`src/core/cec_pkg.sv`:
```
package cec_pkg;

    // ------------------------------------------------------------
    // Register map
    // ------------------------------------------------------------
    localparam int          ADDR_W         = 8;
    localparam int          DATA_W         = 32;
    localparam logic [7:0]  OFS_PSTAT      = 8'h44;
    localparam logic [7:0]  OFS_IFLAGS     = 8'h50;
    localparam logic [7:0]  OFS_IENABLE    = 8'h54;
    localparam logic [7:0]  OFS_ISELECT    = 8'h58;
    localparam logic [31:0] RST_IFLAGS     = 32'h0000_0000;
    localparam logic [31:0] RST_IENABLE    = 32'h0000_0000;
    localparam logic [31:0] RST_ISELECT    = 32'h0000_0000;

    // ------------------------------------------------------------
    // Protocol status fields
    // ------------------------------------------------------------
    localparam int          POS_LEC        = 29;
    localparam int          POS_ACT        = 27;
    localparam int          POS_PASSIVE    = 26;
    localparam int          POS_WARN       = 25;
    localparam int          POS_BUS_OFF    = 24;
    localparam logic [2:0]  RST_LEC        = 3'h7;

    // ------------------------------------------------------------
    // Last error codes
    // ------------------------------------------------------------
    localparam logic [2:0]  CODE_NONE           = 3'h0;
    localparam logic [2:0]  CODE_STUFF          = 3'h1;
    localparam logic [2:0]  CODE_FORM           = 3'h2;
    localparam logic [2:0]  CODE_NO_ACK         = 3'h3;
    localparam logic [2:0]  CODE_RECESSIVE_LOST = 3'h4;
    localparam logic [2:0]  CODE_DOMINANT_LOST  = 3'h5;
    localparam logic [2:0]  CODE_CHECKSUM_BAD   = 3'h6;
    localparam logic [2:0]  CODE_NO_EVENT       = 3'h7;

    // ------------------------------------------------------------
    // Interrupt flag positions
    // ------------------------------------------------------------
    localparam int          FLG_STUFF      = 0;
    localparam int          FLG_FORMAT     = 1;
    localparam int          FLG_ACK        = 2;
    localparam int          FLG_BIT        = 3;
    localparam int          FLG_CHECKSUM   = 4;
    localparam int          FLG_BUS_OFF    = 6;
    localparam int          FLG_WARN       = 7;
    localparam int          FLG_PASSIVE    = 8;
    localparam logic [31:0] EXT_FLAG_MASK  = 32'hffff_fe20;

    // ------------------------------------------------------------
    // Carriers and decode
    // ------------------------------------------------------------
    typedef struct packed {
        logic recov11;
        logic frame_ok;
        logic checksum;
        logic dominant_lost;
        logic recessive_lost;
        logic no_ack;
        logic form;
        logic stuff;
    } cec_err_t;

    typedef struct packed {
        logic [1:0] activity;
        logic       passive;
        logic       warn;
        logic       bus_off;
    } cec_stat_t;

    typedef enum {
        SEL_NONE,
        SEL_PSTAT,
        SEL_IFLAGS,
        SEL_IENABLE,
        SEL_ISELECT
    } cec_sel_t;

endpackage

```
`src/core/cec_flag_bank.sv`:
```
`timescale 1ns/100ps
module cec_flag_bank #(
    parameter int W = 32
) (
    // Clock and reset
    input  wire logic         clk_in,
    input  wire logic         rstn_in,
    // Set and clear strobes
    input  wire logic [W-1:0] set_in,
    input  wire logic [W-1:0] clr_in,
    // Flags
    output logic      [W-1:0] flags_out
);

    always_ff @(posedge clk_in or negedge rstn_in) begin
        if (!rstn_in) begin
            flags_out <= '0;
        end else begin
            // A set in the clear cycle survives, so no event is lost.
            flags_out <= (flags_out & ~clr_in) | set_in;
        end
    end

endmodule // cec_flag_bank

```
`src/core/cec_irq_route.sv`:
```
`timescale 1ns/100ps
module cec_irq_route #(
    parameter int W = 32
) (
    // Clock and reset
    input  wire logic         clk_in,
    input  wire logic         rstn_in,
    // Flags and routing
    input  wire logic [W-1:0] flags_in,
    input  wire logic [W-1:0] enable_in,
    input  wire logic [W-1:0] select_in,
    // Lines
    output logic              line0_out,
    output logic              line1_out
);

    always_ff @(posedge clk_in or negedge rstn_in) begin
        if (!rstn_in) begin
            line0_out <= 1'b0;
            line1_out <= 1'b0;
        end else begin
            line0_out <= |(flags_in & enable_in & ~select_in);
            line1_out <= |(flags_in & enable_in & select_in);
        end
    end

endmodule // cec_irq_route

```
`src/core/cec_top.sv`:
```
`timescale 1ns/100ps
module cec_top (
    // Clock and reset
    input  wire logic                     CLK_IN,
    input  wire logic                     RSTN_IN,

    // APB slave
    input  wire logic                     PSEL_IN,
    input  wire logic                     PENABLE_IN,
    input  wire logic                     PWRITE_IN,
    input  wire logic [cec_pkg::ADDR_W-1:0] PADDR_IN,
    input  wire logic [cec_pkg::DATA_W-1:0] PWDATA_IN,
    output logic      [cec_pkg::DATA_W-1:0] PRDATA_OUT,
    output logic                          PREADY_OUT,
    output logic                          PSLVERR_OUT,

    // Protocol engine events and state
    input  wire cec_pkg::cec_err_t        ERR_IN,
    input  wire cec_pkg::cec_stat_t       STAT_IN,
    input  wire logic [31:0]              EVT_IN,

    // Interrupt lines
    output logic                          INT0_OUT,
    output logic                          INT1_OUT,

    // Observation
    output logic [2:0]                    LEC_OUT
);
    import cec_pkg::*;

    // ------------------------------------------------------------
    // Declarations
    // ------------------------------------------------------------
    cec_sel_t         sel;
    logic             hit;
    logic             setup_rd;
    logic             setup_any;
    logic             access;
    logic             access_wr;

    logic [2:0]       last_error_code_r;
    logic [2:0]       last_error_code_nxt;

    cec_stat_t        stat_r;
    cec_stat_t        stat_prev_r;
    logic             stat_primed_r;

    logic [31:0]      interrupt_flags;
    logic [31:0]      flag_set;
    logic [31:0]      flag_clr;
    logic [31:0]      flag_enable_r;
    logic [31:0]      line_select_r;

    logic [31:0]      pstat_word;
    logic [31:0]      rdata_nxt;
    logic [31:0]      prdata_r;
    logic             err_r;

    // ------------------------------------------------------------
    // Bus phase decode
    // ------------------------------------------------------------
    // The slave never stretches the access phase: read data is
    // captured at the setup edge, so one access cycle suffices.
    assign setup_any = PSEL_IN & ~PENABLE_IN;
    assign setup_rd  = setup_any & ~PWRITE_IN;
    assign access    = PSEL_IN & PENABLE_IN;
    assign access_wr = access & PWRITE_IN & hit;

    always_comb begin
        sel = SEL_NONE;
        case (PADDR_IN)
            OFS_PSTAT: begin
                sel = SEL_PSTAT;
            end
            OFS_IFLAGS: begin
                sel = SEL_IFLAGS;
            end
            OFS_IENABLE: begin
                sel = SEL_IENABLE;
            end
            OFS_ISELECT: begin
                sel = SEL_ISELECT;
            end
            default: begin
                sel = SEL_NONE;
            end
        endcase
    end

    assign hit = (sel != SEL_NONE);

    // ------------------------------------------------------------
    // Engine state sampling
    // ------------------------------------------------------------
    // The protocol engine shares this clock, so no synchroniser is
    // needed; one stage gives the previous value for change flags.
    // The first sample after reset primes both stages, so a status
    // that is already set when reset ends raises no change flag.
    always_ff @(posedge CLK_IN or negedge RSTN_IN) begin
        if (!RSTN_IN) begin
            stat_r        <= '0;
            stat_prev_r   <= '0;
            stat_primed_r <= 1'b0;
        end else begin
            stat_r        <= STAT_IN;
            stat_prev_r   <= stat_primed_r ? stat_r : STAT_IN;
            stat_primed_r <= 1'b1;
        end
    end

    // ------------------------------------------------------------
    // Last error code
    // ------------------------------------------------------------
    // Later assignments win: an error seen in the same cycle as a
    // status read is reported, never hidden by the read.
    always_comb begin
        last_error_code_nxt = last_error_code_r;
        if (setup_rd && sel == SEL_PSTAT) begin
            last_error_code_nxt = CODE_NO_EVENT;
        end
        if (ERR_IN.frame_ok) begin
            last_error_code_nxt = CODE_NONE;
        end
        if (ERR_IN.recov11) begin
            last_error_code_nxt = CODE_DOMINANT_LOST;
        end
        if (ERR_IN.checksum) begin
            last_error_code_nxt = CODE_CHECKSUM_BAD;
        end
        if (ERR_IN.dominant_lost) begin
            last_error_code_nxt = CODE_DOMINANT_LOST;
        end
        if (ERR_IN.recessive_lost) begin
            last_error_code_nxt = CODE_RECESSIVE_LOST;
        end
        if (ERR_IN.no_ack) begin
            last_error_code_nxt = CODE_NO_ACK;
        end
        if (ERR_IN.form) begin
            last_error_code_nxt = CODE_FORM;
        end
        if (ERR_IN.stuff) begin
            last_error_code_nxt = CODE_STUFF;
        end
    end

    always_ff @(posedge CLK_IN or negedge RSTN_IN) begin
        if (!RSTN_IN) begin
            last_error_code_r <= RST_LEC;
        end else begin
            last_error_code_r <= last_error_code_nxt;
        end
    end

    assign LEC_OUT = last_error_code_r;

    // ------------------------------------------------------------
    // Interrupt flags
    // ------------------------------------------------------------
    // Error flags take the same engine strobes as the code above,
    // so both change on one edge.
    always_comb begin
        flag_set = EVT_IN & EXT_FLAG_MASK;
        flag_set[FLG_STUFF]    = ERR_IN.stuff;
        flag_set[FLG_FORMAT]   = ERR_IN.form;
        flag_set[FLG_ACK]      = ERR_IN.no_ack;
        flag_set[FLG_BIT]      = ERR_IN.recessive_lost
                               | ERR_IN.dominant_lost;
        flag_set[FLG_CHECKSUM] = ERR_IN.checksum;
        flag_set[FLG_BUS_OFF]  = stat_r.bus_off ^ stat_prev_r.bus_off;
        flag_set[FLG_WARN]     = stat_r.warn ^ stat_prev_r.warn;
        flag_set[FLG_PASSIVE]  = stat_r.passive ^ stat_prev_r.passive;
    end

    // Zeros in the written word leave their flags alone.
    assign flag_clr = (access_wr && sel == SEL_IFLAGS) ? PWDATA_IN
                                                       : 32'h0000_0000;

    cec_flag_bank #(
        .W         (32)
    ) u_flags (
        .clk_in    (CLK_IN),
        .rstn_in   (RSTN_IN),
        .set_in    (flag_set),
        .clr_in    (flag_clr),
        .flags_out (interrupt_flags)
    );

    // ------------------------------------------------------------
    // Enable and line select
    // ------------------------------------------------------------
    always_ff @(posedge CLK_IN or negedge RSTN_IN) begin
        if (!RSTN_IN) begin
            flag_enable_r <= RST_IENABLE;
        end else if (access_wr && sel == SEL_IENABLE) begin
            flag_enable_r <= PWDATA_IN;
        end
    end

    always_ff @(posedge CLK_IN or negedge RSTN_IN) begin
        if (!RSTN_IN) begin
            line_select_r <= RST_ISELECT;
        end else if (access_wr && sel == SEL_ISELECT) begin
            line_select_r <= PWDATA_IN;
        end
    end

    // Lines are registered: a flag shows on its line one edge after
    // it sets, which keeps glitches off the interrupt pins.
    cec_irq_route #(
        .W         (32)
    ) u_route (
        .clk_in    (CLK_IN),
        .rstn_in   (RSTN_IN),
        .flags_in  (interrupt_flags),
        .enable_in (flag_enable_r),
        .select_in (line_select_r),
        .line0_out (INT0_OUT),
        .line1_out (INT1_OUT)
    );

    // ------------------------------------------------------------
    // Read data
    // ------------------------------------------------------------
    always_comb begin
        pstat_word = 32'h0000_0000;
        pstat_word[POS_LEC +: 3]   = last_error_code_r;
        pstat_word[POS_ACT +: 2]   = stat_r.activity;
        pstat_word[POS_PASSIVE]    = stat_r.passive;
        pstat_word[POS_WARN]       = stat_r.warn;
        pstat_word[POS_BUS_OFF]    = stat_r.bus_off;
    end

    always_comb begin
        rdata_nxt = 32'h0000_0000;
        case (sel)
            SEL_PSTAT: begin
                rdata_nxt = pstat_word;
            end
            SEL_IFLAGS: begin
                rdata_nxt = interrupt_flags;
            end
            SEL_IENABLE: begin
                rdata_nxt = flag_enable_r;
            end
            SEL_ISELECT: begin
                rdata_nxt = line_select_r;
            end
            default: begin
                rdata_nxt = 32'h0000_0000;
            end
        endcase
    end

    // The word is frozen at the setup edge; the status read that
    // sets the code to 7 happens on that same edge, so software sees
    // the code from before its own read.
    always_ff @(posedge CLK_IN or negedge RSTN_IN) begin
        if (!RSTN_IN) begin
            prdata_r <= 32'h0000_0000;
        end else if (setup_rd) begin
            prdata_r <= rdata_nxt;
        end
    end

    always_ff @(posedge CLK_IN or negedge RSTN_IN) begin
        if (!RSTN_IN) begin
            err_r <= 1'b0;
        end else if (setup_any) begin
            err_r <= ~hit;
        end
    end

    // ------------------------------------------------------------
    // Bus answer
    // ------------------------------------------------------------
    assign PRDATA_OUT  = prdata_r;
    assign PREADY_OUT  = access;
    assign PSLVERR_OUT = access & err_r;

endmodule // cec_top

```
`config.mk`:
```
export PLATFORM = sky130hd
export DESIGN_NAME = cec_top
export DESIGN_NICKNAME = d
export VERILOG_FILES = /design/src/core/cec_pkg.sv /design/src/core/cec_flag_bank.sv /design/src/core/cec_irq_route.sv /design/src/core/cec_top.sv
export SDC_FILE = /design/constraint.sdc
export NUM_CORES = 1
export LEC_CHECK = 0
export BUFFER_PORTS_ARGS = -buffer_cell sky130_fd_sc_hd__buf_2
export CORE_MARGIN = 8
export CORE_UTILIZATION = 50
export CTS_BUF_LIST = sky130_fd_sc_hd__clkbuf_16
export CTS_CLUSTER_SIZE = 24
export DETAILED_ROUTE_END_ITERATION = 12
export PLACE_DENSITY = 0.7
export SYNTH_ARGS = -nofsm -noshare
export SYNTH_HDL_FRONTEND = slang
export SYNTH_SLANG_ARGS = --single-unit
export TNS_END_PERCENT = 5
```
`constraint.sdc`:
```
create_clock -name CLK_IN -period 1.5 [get_ports CLK_IN]
set_input_delay 0.45 -clock CLK_IN [delete_from_list [all_inputs] [get_ports CLK_IN]]
set_output_delay 0.45 -clock CLK_IN [all_outputs]
set_load 0.05 [all_outputs]
```
# == Yosys cells after proc, flatten, opt, wreduce, memory -nomap -nowiden ==
# Cells that the tools add are included.
# totals
register_bits,143
in_bits,90
output_inout_bits,39
wordCells,69
# op_classes
n_eq_ne,12
n_mux,13
n_bitwise,20
n_reduce_logical,8
# op_table
cell,count
bitwise AND 32 bit,4
one-hot mux 32 bit (4 select lines),1
inverter 32 bit,2
OR reduction 32 bit,2
"equality test 32 x 2 -> 1 bit, second input constant",1
"equality test 32 x 3 -> 1 bit, second input constant",1
"equality test 8 x 7 -> 1 bit, second input constant",4
two-way mux 32 bit,1
bitwise OR 32 bit,1
nonzero test 32 bit,1
two-way mux 3 bit,10
one-hot mux 3 bit (4 select lines),1
"equality test 3 x 2 -> 1 bit, second input constant",3
nonzero test 9 bit,1
bitwise AND 1 bit,6
"equality test 3 bit, second input constant",2
logical AND 1 bit,4
"equality test 3 x 1 -> 1 bit, second input constant",1
inverter 1 bit,3
bitwise XOR 1 bit,3
bitwise OR 1 bit,1

# == Logic depth before layout (Yosys ltp) ==
# Gate-level depths: netlist of the first run.
# logic_depth
ltp_word,13
ltp_mapped,6
mapped_depth_nobuf,4

# == Cells and area by module ==
# A second synthesis of the first run with hierarchy kept.
# hier_totals
cells_unflattened,577
hier_area_um2,6774.0
# by_module_without_submodules
module,instances,cells_each,area_each_um2,seq_area_each_um2
cec_top,1,384,5078.6,2731.4
cec_flag_bank,1,96,1161.1,800.8
cec_irq_route,1,97,534.3,50.0

# == Worst setup path before layout of the first run ==
# No wires, ideal clock.
# synth_path
path_type,input to register
startpoint,input PADDR_IN[7] in the netlist's numbering
endpoint,register line_select_r[10]
setup_ns,0.125
t_arrival_ns,1.612
required_time_ns,1.375
path_slack_ns,-0.237
cell_stages,5
path_buffers,2
cell_sequence,nor4b_4 -> and3_1 -> buf_2 -> buf_6 -> mux2_2
# synth_between
elab_chain_len,5
elab_cells_between_ends,9
classes_between,eq/ne: 5; mux: 1; bitwise: 1; reduce/logical: 2
# synth_lines
item,line_no,rtl
from (decl),cec_top.sv:11,"input wire logic [cec_pkg::ADDR_W-1:0] PADDR_IN,"
equality test 8 x 7 -> 1 bit,cec_top.sv:71,case (PADDR_IN)
one-hot mux 3 bit (4 select lines) (*),cec_top.sv:71,
nonzero test 32 bit,cec_top.sv:90,assign hit = (sel != SEL_NONE);
bitwise AND 1 bit,cec_top.sv:67,assign access_wr = access & PWRITE_IN & hit;
logical AND 1 bit (*),cec_top.sv:203,end else if (access_wr && sel == SEL_ISELECT) begin
to (signal assigned),cec_top.sv:202,line_select_r <= RST_ISELECT;
to (signal assigned),cec_top.sv:204,line_select_r <= PWDATA_IN;
to (decl),cec_top.sv:52,logic [31:0] line_select_r;
# Every way passes the cells marked *; elsewhere a longest branch is shown, timed or not.
# A chain may end at the register's enable or synchronous reset.

# == Final worst setup path of the first run ==
# layout_path
startpoint,register last_error_code_r[2] (netlist: LEC_OUT[2])
endpoint,output LEC_OUT[2]
# layout_lines
item,line_no,rtl
from (decl),cec_top.sv:41,logic [2:0] last_error_code_r;
from (signal assigned),cec_top.sv:151,last_error_code_r <= last_error_code_nxt;
to (decl),cec_top.sv:27,output logic [2:0] LEC_OUT
# No word-level cell between the ends.

==> results_dict.tcl, run 1 <==
set metrics [dict create \
    status "finished with violations" \
    failed_checks "negative setup slack" \
    postRouteAntennaNets 0 \
    max_stage_delay_ns 0.56 \
    fin_hold_ws_ns 0.120 \
    final_cell_mix "dfrtp_1, buf_2, nand2_1" \
    post-place-ws_ns -0.821 \
    cp_slowest_cell "dfstp_2" \
    r2r_setup_slack_ns 0.17 \
    finalCriticalPeriod_ns 1.59 \
    start_util_pct 50.6 \
    drv_slew 0 \
    yosysWarnings 0 \
    rsz0062_at_grt "yes" \
    cp_num_buf_inv 1 \
    grt_max_degree 51 \
    syn_area_per_cell_um2 11.9 \
    fmax_mhz 630 \
    worstPathArrival_ns 1.14 \
    die_h_um 131 \
    cts.sinks 143 \
    hold_start "STAT_IN[3]" \
    rows 42 \
    track_usage_pct 24.6 \
    insertedDiodeCount 0 \
    syn_area_um2 6620 \
    synth-async-reset-ratio_pct 100 \
    yosysSeqAreaShare_pct 54.1 \
    root_buffer "clkbuf_16" \
    dieArea_um2 17200 \
    min_period_over_period_pct 106 \
    antenna_found_initial 1 \
    slew_headroom_pct 54.2 \
    ctsHtreeMaxLevel 4 \
    gp_congestion 0.864 \
    startpoint_type "flop" \
    grt_overflow_total 0 \
    drt_wl_total_um 20800 \
    worstHoldPathType "in -> reg" \
    synthesis.nets 645 \
    cp_top_family "flip-flops" \
    r2r-end "u_route.line1_out" \
    nets 808 \
    synthToLayoutAreaGrowth_pct 33.3 \
    ios 129 \
    hold_path_depth 1 \
    final_hold_viol_count 0 \
    worstSkewPairLatency_ns 0.44 \
    power_leakage_uw 0.00397 \
    drt-wirelength-per-cell_um 22.9 \
    ys_ff_latch 143 \
    critPathKind "reg -> out" \
    drive_above_1_share_pct 40.2 \
    synth_top_flop_cell "dfrtp_1" \
    cp-end-kind "primary output" \
    placed_cells 863 \
    grt_pass1_vias 5688 \
    drtIter0Drc 619 \
    layout.cells.non_filler 907 \
    cts-buffers-inserted 17 \
    worstMarginPinSlew_ns 0.685 \
    synth_cell_types 44 \
    multi_input_area_um2 2960 \
    reg2reg_depth 4 \
    synth-edff-count 0 \
    grt_pass1_wl_um 31300 \
    power_uw 8930 \
    layout_commonest_cell "dfrtp_1" \
    worstPathCellList "buf_8" \
    via_per_inst 6.06 \
    hpwl_um 14000 \
    design_area_um2 8820 \
    cts_tree "done" \
    clkSlewWorstSetupHoldPaths_ns 0.06 \
    vias 5497 \
    placed_cell_area_um2 7690 \
    core_region_area_um2 13100 \
    crit_fanout 2 \
    drcViolationCount 0 \
    power_per_cell_area_nw_per_um2 1010 \
    cts_buffer_depth 2 \
    drv_cap 0 \
    fill_cells 982 \
    worstPathRequired_ns 1.05 \
    fin_skew_ns 0.00862 \
    synthCells 555 \
    drtPass1Iterations 6 \
    min_to "pstat_word[27]" \
    register_area_um2 3580 \
    setup_viol 31 \
    io_buffer_count 120 \
    worst_slack_ns -0.0863 \
    r2r-start "u_flags.flags_out[27]" \
    die_w_um 131 \
    ir_worst_vdd_mv 0.772 \
]
## layout make-up
class / instances / share of cell area [%]
Sequential cell: 143 / 40.6
Multi-Input combinational cell: 377 / 33.6
Timing Repair Buffer: 175 / 16.4
Clock buffer: 17 / 4.82
Tap cell: 176 / 2.50
Clock inverter: 15 / 1.91
Inverter: 4 / 0.170
## where the power goes
group / total [uW] / switching [uW] / internal [uW] / leakage (uW)
clock: 4280 / 1680 / 2600 / 0.000282
combinational: 665 / 371 / 294 / 0.00189
sequential: 3980 / 59.0 / 3920 / 0.00179
## sequential cells by signal, summed over array words and instances, names as in the netlist
signal             flops
LEC_OUT                3
PRDATA_OUT            32
err_r                  1
flag_enable_r         32
line_select_r         32
pstat_word             5
stat_prev_r            3
stat_primed_r          1
u_flags.flags_out     32
u_route.line0_out      1
u_route.line1_out      1
## through the flow
step | TNS [ns] | utilization [%]
2_1_floorplan | -21.04 | -
3_3_place_gp | -61.78 | 58.8
3_5_place_dp | -66.64 | 58.8
4_1_cts | -1.39 | 65.4
5_1_grt | -1.13 | 67.4
6_report | -0.562 | 67.4
## synthesized netlist by cell type (all sizes together), types with 2 or more instances
library cell | n | share of area (%)
a22oi | 23 | 2.6
a222oi | 8 | 1.2
and3 | 5 | 0.55
clkbuf | 10 | 0.57
inv | 4 | 0.23
mux2 | 69 | 13
nor4 | 8 | 0.76
and4bb | 2 | 0.38
buf | 22 | 3.1
nor2 | 28 | 1.6
a21o | 39 | 4.4
nand2 | 76 | 4.3
o22ai | 16 | 1.5
dfrtp | 140 | 53
a221o | 23 | 3.5
xor2 | 3 | 0.40
nand3 | 32 | 2.4
nor4b | 3 | 0.95
nor2b | 2 | 0.19
a21oi | 13 | 0.98
dfstp | 3 | 1.2
nand4 | 9 | 0.85
o21ai | 5 | 0.38
## cell families after synthesis
logic type / Yosys count / share of synthesized area [%]
AOI/OAI and AO/OA: 132 / 15.3
xor gates and xnor gates: 3 / 0.397
buffers and inverters: 36 / 3.93
DFF: 143 / 54.1
muxes: 69 / 13.4
other: 1 / 0.0567
and+or+nand+nor: 171 / 12.7
## what timing repair did
| item | 4_1_cts | 5_1_grt |
|---|---|---|
| endpoints found under the hold margin | 23 | 0 |
| hold buffers | 1 | 0 |
| pin swaps | 4 | 10 |
| resized for setup | 61 | 51 |
| gates cloned | 2 | 2 |
| setup buffers | 5 | 2 |
| endpoints found under the setup margin | 94 | 116 |
## layer usage
metal | vias up | part of all wire [%] | track usage, %
li1 | 2389 | - | -
met1 | 2764 | 39 | 30.6
met2 | 295 | 50 | 39.7
met3 | 47 | 8.5 | 6.72
met4 | 2 | 2.5 | 10.3
met5 | - | 0.043 | 0
## how the worst max path moves through the flow
stage	to	cells past startpoint	startpoint	slack, ns
after floorplan	line_select_r[10]	5	PADDR_IN[0]	-0.21
after global placement	PRDATA_OUT[11]	5	PENABLE_IN	-0.79
after detailed placement	PRDATA_OUT[0]	5	PENABLE_IN	-0.82
after CTS	LEC_OUT[2]	1	LEC_OUT[2]	-0.10
after global routing	LEC_OUT[2]	1	LEC_OUT[2]	-0.11
final	LEC_OUT[2]	1	LEC_OUT[2]	-0.09
Note: power is estimated with default switching activity, not from simulation.
==> run 2: changes to the inputs <==
CTS_BUF_LIST = sky130_fd_sc_hd__clkbuf_4 sky130_fd_sc_hd__clkbuf_8 sky130_fd_sc_hd__clkbuf_16   (was sky130_fd_sc_hd__clkbuf_16)
clock period = 1.9 ns   (was 1.5 ns; I/O delays follow)
==> run 2 against run 1 <==
The run now ends clean. Worst hold slack worse by 0.083 ns. Non-clock buffer count down 19. Flip-flop and latch count unchanged. Sequential power down 21%. Via count down 3.4%. Cell count down 2.1%. Combinational power down 31%. Core utilization down 4.4 points. Clock skew down 0.0027 ns. First-iteration DRC count down 18%.
==> results_dict.tcl, run 2 (synthesis results as in run 1) <==
set metrics [dict create \
    track_usage_pct 23.1 \
    setup_tns_ns 0 \
    post_cts_buffers 0 \
    r2r-start "u_flags.flags_out[1]" \
    setup_viol 0 \
    holdBufCountCts 0 \
    fill_cells 1024 \
    start_util_pct 50.6 \
    layout.cells.non_filler 888 \
    nets 789 \
    final_cell_mix "dfrtp_1, buf_2, nand2_1" \
    power_leakage_uw 0.00383 \
    antenna_found_initial 0 \
    r2r-end "u_route.line0_out" \
    synthToLayoutAreaGrowth_pct 24.5 \
    rows 42 \
    worstPathArrival_ns 1.25 \
    routed.top_layer "met4" \
    cts-buffers-inserted 17 \
    min_period_over_period_pct 95.8 \
    drive_above_1_share_pct 37.9 \
    status "finished, final reports clean" \
    fin_hold_ws_ns 0.0368 \
    drt-wirelength-per-cell_um 21.8 \
    vias 5311 \
    reg2reg_depth 4 \
    r2r_setup_slack_ns 0.41 \
    die_w_um 131 \
    hpwl_um 13400 \
    cp_num_buf_inv 1 \
    fin_util_pct 63.0 \
    slew_headroom_pct 50.8 \
    gp_congestion 0.888 \
    die_h_um 131 \
    power_per_cell_area_nw_per_um2 871 \
    worstPathRequired_ns 1.33 \
    grt_pass1_wl_um 29800 \
    fin_skew_ns 0.00593 \
    cp_top_family "flip-flops" \
    grt_pass1_vias 5511 \
    core_region_area_um2 13100 \
    cts_tree "done" \
    fmax_mhz 549 \
    dr_wl_met3_um 1750 \
    worstHoldPathType "in -> async" \
    ios 129 \
    dieArea_um2 17200 \
    ir_worst_vdd_mv 0.541 \
    drtPass1Iterations 5 \
    cp-end-kind "primary output" \
    drv_cap 0 \
    critPathKind "reg -> out" \
    rsz0062_at_grt "no" \
    crit_fanout 3 \
    ctsHtreeMaxLevel 4 \
    worstPathCellList "buf_2" \
    insertedDiodeCount 0 \
    cts_buffer_depth 2 \
    drv_slew 0 \
    placed_cells 855 \
    via_per_inst 5.98 \
    clkSlewWorstSetupHoldPaths_ns 0.06 \
    max_stage_delay_ns 0.56 \
    grt_overflow_total 0 \
    startpoint_type "flop" \
    drcViolationCount 0 \
    cts.sinks 143 \
    grt_max_degree 41 \
    final_hold_viol_count 0 \
    drtIter0Drc 508 \
    drt_wl_total_um 19400 \
    worstMarginPinSlew_ns 0.736 \
    postRouteAntennaNets 0 \
    cp_slowest_cell "dfstp_2" \
    wl_met2_um 9460 \
    root_buffer "clkbuf_16" \
    io_buffer_count 120 \
    worstSkewPairLatency_ns 0.42 \
    wl_met1_um 7600 \
    layout_commonest_cell "dfrtp_1" \
    finalCriticalPeriod_ns 1.82 \
]
run 2: cell types whose count changed in the layout (fill, tap and decap cells not counted), sizes merged:
cell | previous run | this run
clkinvlp | 3 | 0
inv | 6 | 4
dlygate4sd3 | 1 | 0
clkbuf | 19 | 28
clkinv | 7 | 1
buf | 172 | 156
run 2: per-layer routing:
| layer | vias to the layer above | track usage [%] |
|---|---|---|
| li1 | 2352 | - |
| met5 | - | 0 |
| met2 | 256 | 37.5 |
| met1 | 2667 | 28.1 |
| met4 | 0 | 10.5 |
| met3 | 36 | 6.59 |
run 2: layout make-up:
type                            instances  area (um2)  area share (%)
Clock inverter                          4        95.1            1.15
Inverter                                4        15.0           0.182
Tap cell                              176         220            2.67
Timing Repair Buffer                  156         977            11.9
Sequential cell                       143        3580            43.5
Multi-Input combinational cell        377        2800            34.0
Clock buffer                           28         552            6.70
run 2: power breakdown:
group          internal [uW]  switching [uW]  total [uW]
Clock                   2370            1210        3580
Combinational            183             278         462
Sequential              3100            38.8        3140
run 2: worst max path at each step:
| stage | start | to | slack (ns) | cells after the start |
|---|---|---|---|---|
| finish | LEC_OUT[1] | LEC_OUT[1] | 0.08 | 1 |
| detailed placement | PENABLE_IN | PRDATA_OUT[2] | -0.56 | 5 |
| global placement | PENABLE_IN | PRDATA_OUT[3] | -0.52 | 5 |
| CTS | PENABLE_IN | PRDATA_OUT[22] | -0.03 | 5 |
| global route | LEC_OUT[1] | LEC_OUT[1] | 0.04 | 1 |
| floorplan | PADDR_IN[7] | line_select_r[10] | 0.04 | 5 |
run 2: timing repair:
item	CTS	global route
pin swaps	6	1
resized for setup	3	1
endpoints found under the hold margin	0	0
endpoints found under the setup margin	23	23
cloned	0	1
run 2: per-stage QoR:
stage,instance area (um2),worst slack [ns],power [uW]
after detailed placement,7570,-0.556,3640
after global placement,7570,-0.524,3630
after floorplan,6620,0.0428,3360
final,8240,0.0789,7180
after global routing,8240,0.0416,7390
after CTS,8220,-0.0345,7210
run 2: worst reg2reg max path, stage by stage, from the launching register on:
cell and delay, ns:
dfrtp_1 0.41, nand2_1 0.10, o22ai_1 0.09, nor4_1 0.52
nand4_1 0.20
==> run 3: changes to the inputs <==
clock period = 1.7 ns   (was 1.9 ns; I/O delays follow)
==> run 3 against run 2 <==
Critical endpoint is now PRDATA_OUT[5]. Largest cell class unchanged. Core utilization is 0.51 points higher. Clock power increased by 3%. Global-route usage up 1.4 points. Register-to-register slack worse by 0.03 ns. Non-clock buffer count up 9. Die area did not move. The run now ends with negative hold slack, negative setup slack left.
==> results_dict.tcl, run 3 (synthesis results as in run 1) <==
set metrics [dict create \
    fmax_mhz 581 \
    cts-buffers-inserted 17 \
    slew_headroom_pct 48.9 \
    use_met3_pct 7.28 \
    dieArea_um2 17200 \
    gp_congestion 0.885 \
    grt_use_met2_pct 39.9 \
    grt_max_degree 44 \
    worstHoldPathType "in -> async" \
    drive_above_1_share_pct 38.6 \
    final_cell_mix "dfrtp_1, buf_2, nand2_1" \
    nets 798 \
    drtPass1Iterations 5 \
    placed_cells 863 \
    power_per_cell_area_nw_per_um2 932 \
    fin_util_pct 63.5 \
    antenna_found_initial 0 \
    crit_fanout 12 \
    postRouteAntennaNets 0 \
    io_buffer_count 120 \
    grt_use_met1_pct 29.9 \
    cts.sinks 143 \
    post_cts_buffers 0 \
    fin_hold_ws_ns -0.00235 \
    core_region_area_um2 13100 \
    worstMarginPinSlew_ns 0.764 \
    grt_pass1_vias 5663 \
    startpoint_type "input pin" \
    track_usage_pct 24.5 \
    rsz0062_at_grt "yes" \
    finalCriticalPeriod_ns 1.72 \
    drv_slew 0 \
    insertedDiodeCount 0 \
    status "finished with violations" \
    drt_wl_total_um 20200 \
    failed_checks "negative hold slack, negative setup slack" \
    grt-busiest-layer "met2" \
    ctsHtreeMaxLevel 4 \
    min_period_over_period_pct 101 \
    cts_tree "done" \
    grt_pass1_wl_um 31500 \
    grt_overflow_total 0 \
    cts_buffer_depth 2 \
    vias 5423 \
    ios 129 \
    critPathKind "in -> reg" \
    drtIter0Drc 452 \
    layout.cells.non_filler 896 \
    setup_viol 12 \
    via_per_inst 6.05 \
    die_h_um 131 \
    cp-end-kind "flop" \
    fin_skew_ns 0.00810 \
    worstSkewPairLatency_ns 0.43 \
    start_util_pct 50.6 \
    worstPathArrival_ns 2.08 \
    clkSlewWorstSetupHoldPaths_ns 0.06 \
    synthToLayoutAreaGrowth_pct 25.5 \
    root_buffer "clkbuf_16" \
    hpwl_um 13900 \
    power_leakage_uw 0.00386 \
    drt-wirelength-per-cell_um 22.5 \
    final_hold_viol_count 4 \
    drcViolationCount 0 \
    ir_worst_vdd_mv 0.651 \
    worstPathRequired_ns 2.06 \
    drv_cap 0 \
    worst_slack_ns -0.0207 \
    fill_cells 998 \
    die_w_um 131 \
    rows 42 \
    layout_commonest_cell "dfrtp_1" \
]
==> run 3: changes by cell type in the layout (fill, tap and decap cells not counted) <==
| cell | change |
|---|---|
| clkinv_2 | +4 |
| buf_6 | +5 |
| clkbuf_8 | -4 |
| buf_4 | +6 |
| buf_12 | +1 |
| inv_2 | -1 |
| buf_2 | -4 |
| bufinv_16 | -1 |
| and3_1 | -1 |
| inv_1 | +1 |
| clkbuf_16 | +1 |
| and3_4 | +1 |
==> run 3: per-stage QoR <==
stage | worst slack [ns] | setup TNS, ns | total power, uW | instance area, um2
final | -0.0207 | -0.133 | 7740 | 8310
after global routing | -0.0148 | -0.118 | 7980 | 8310
after CTS | 0.000951 | 0 | 7770 | 8260
after detailed placement | -0.699 | -49.88 | 4090 | 7640
after global placement | -0.637 | -45.55 | 4070 | 7640
after floorplan | -0.0660 | -5.10 | 3750 | 6630
==> run 3: worst paths after layout <==
| check | start | to | slack [ns] | cells past startpoint |
|---|---|---|---|---|
| max in group asynchronous | RSTN_IN | PRDATA_OUT[2] | 1.11 | 2 |
| hold reg to reg | PRDATA_OUT[28] | PRDATA_OUT[28] | 0.48 | 1 |
| setup / recovery | PADDR_IN[2] | PRDATA_OUT[5] | -0.02 | 5 |
| setup reg to reg | u_flags.flags_out[31] | u_route.line0_out | 0.38 | 4 |
| min in group CLK_IN | STAT_IN[3] | pstat_word[27] | 0.19 | 1 |
| hold / removal | RSTN_IN | flag_enable_r[28] | -0.002 | 1 |
==> run 3: power breakdown <==
part	total [uW]	switching, uW	internal [uW]	leakage (uW)
clock	3690	1380	2320	0.000297
sequential	3510	47.4	3460	0.00179
combinational	541	321	220	0.00177
==> run 3: cell type report <==
class                   count  area, um2  area share [%]
flip-flops and latches    143       3580            43.1
multi-input cells         377       2800            33.8
repair buffers            165       1100            13.3
clock buffers              24        497            5.98
well taps                 176        220            2.65
clock inverters             7       85.1            1.02
inverters                   4       15.0           0.181
==> run 3: timing repair <==
action	in CTS	in global routing
resized for setup	8	6
hold buffers	0	0
pin swaps	2	4
setup endpoints to repair	37	48
cloned	1	1
==> run 3: worst max-delay path, cell delays in order <==
cell	delay [ns]
buf_2	0.14
and4bb_2	0.33
inv_1	0.16
nor3_4	0.67
a221o_1	0.26
==> run 3: metal layers <==
metal	part of all wire, %	up-vias
met4	2.8	0
met2	49	258
met1	40	2754
li1	-	2365
met3	8.6	46
met5	0	-
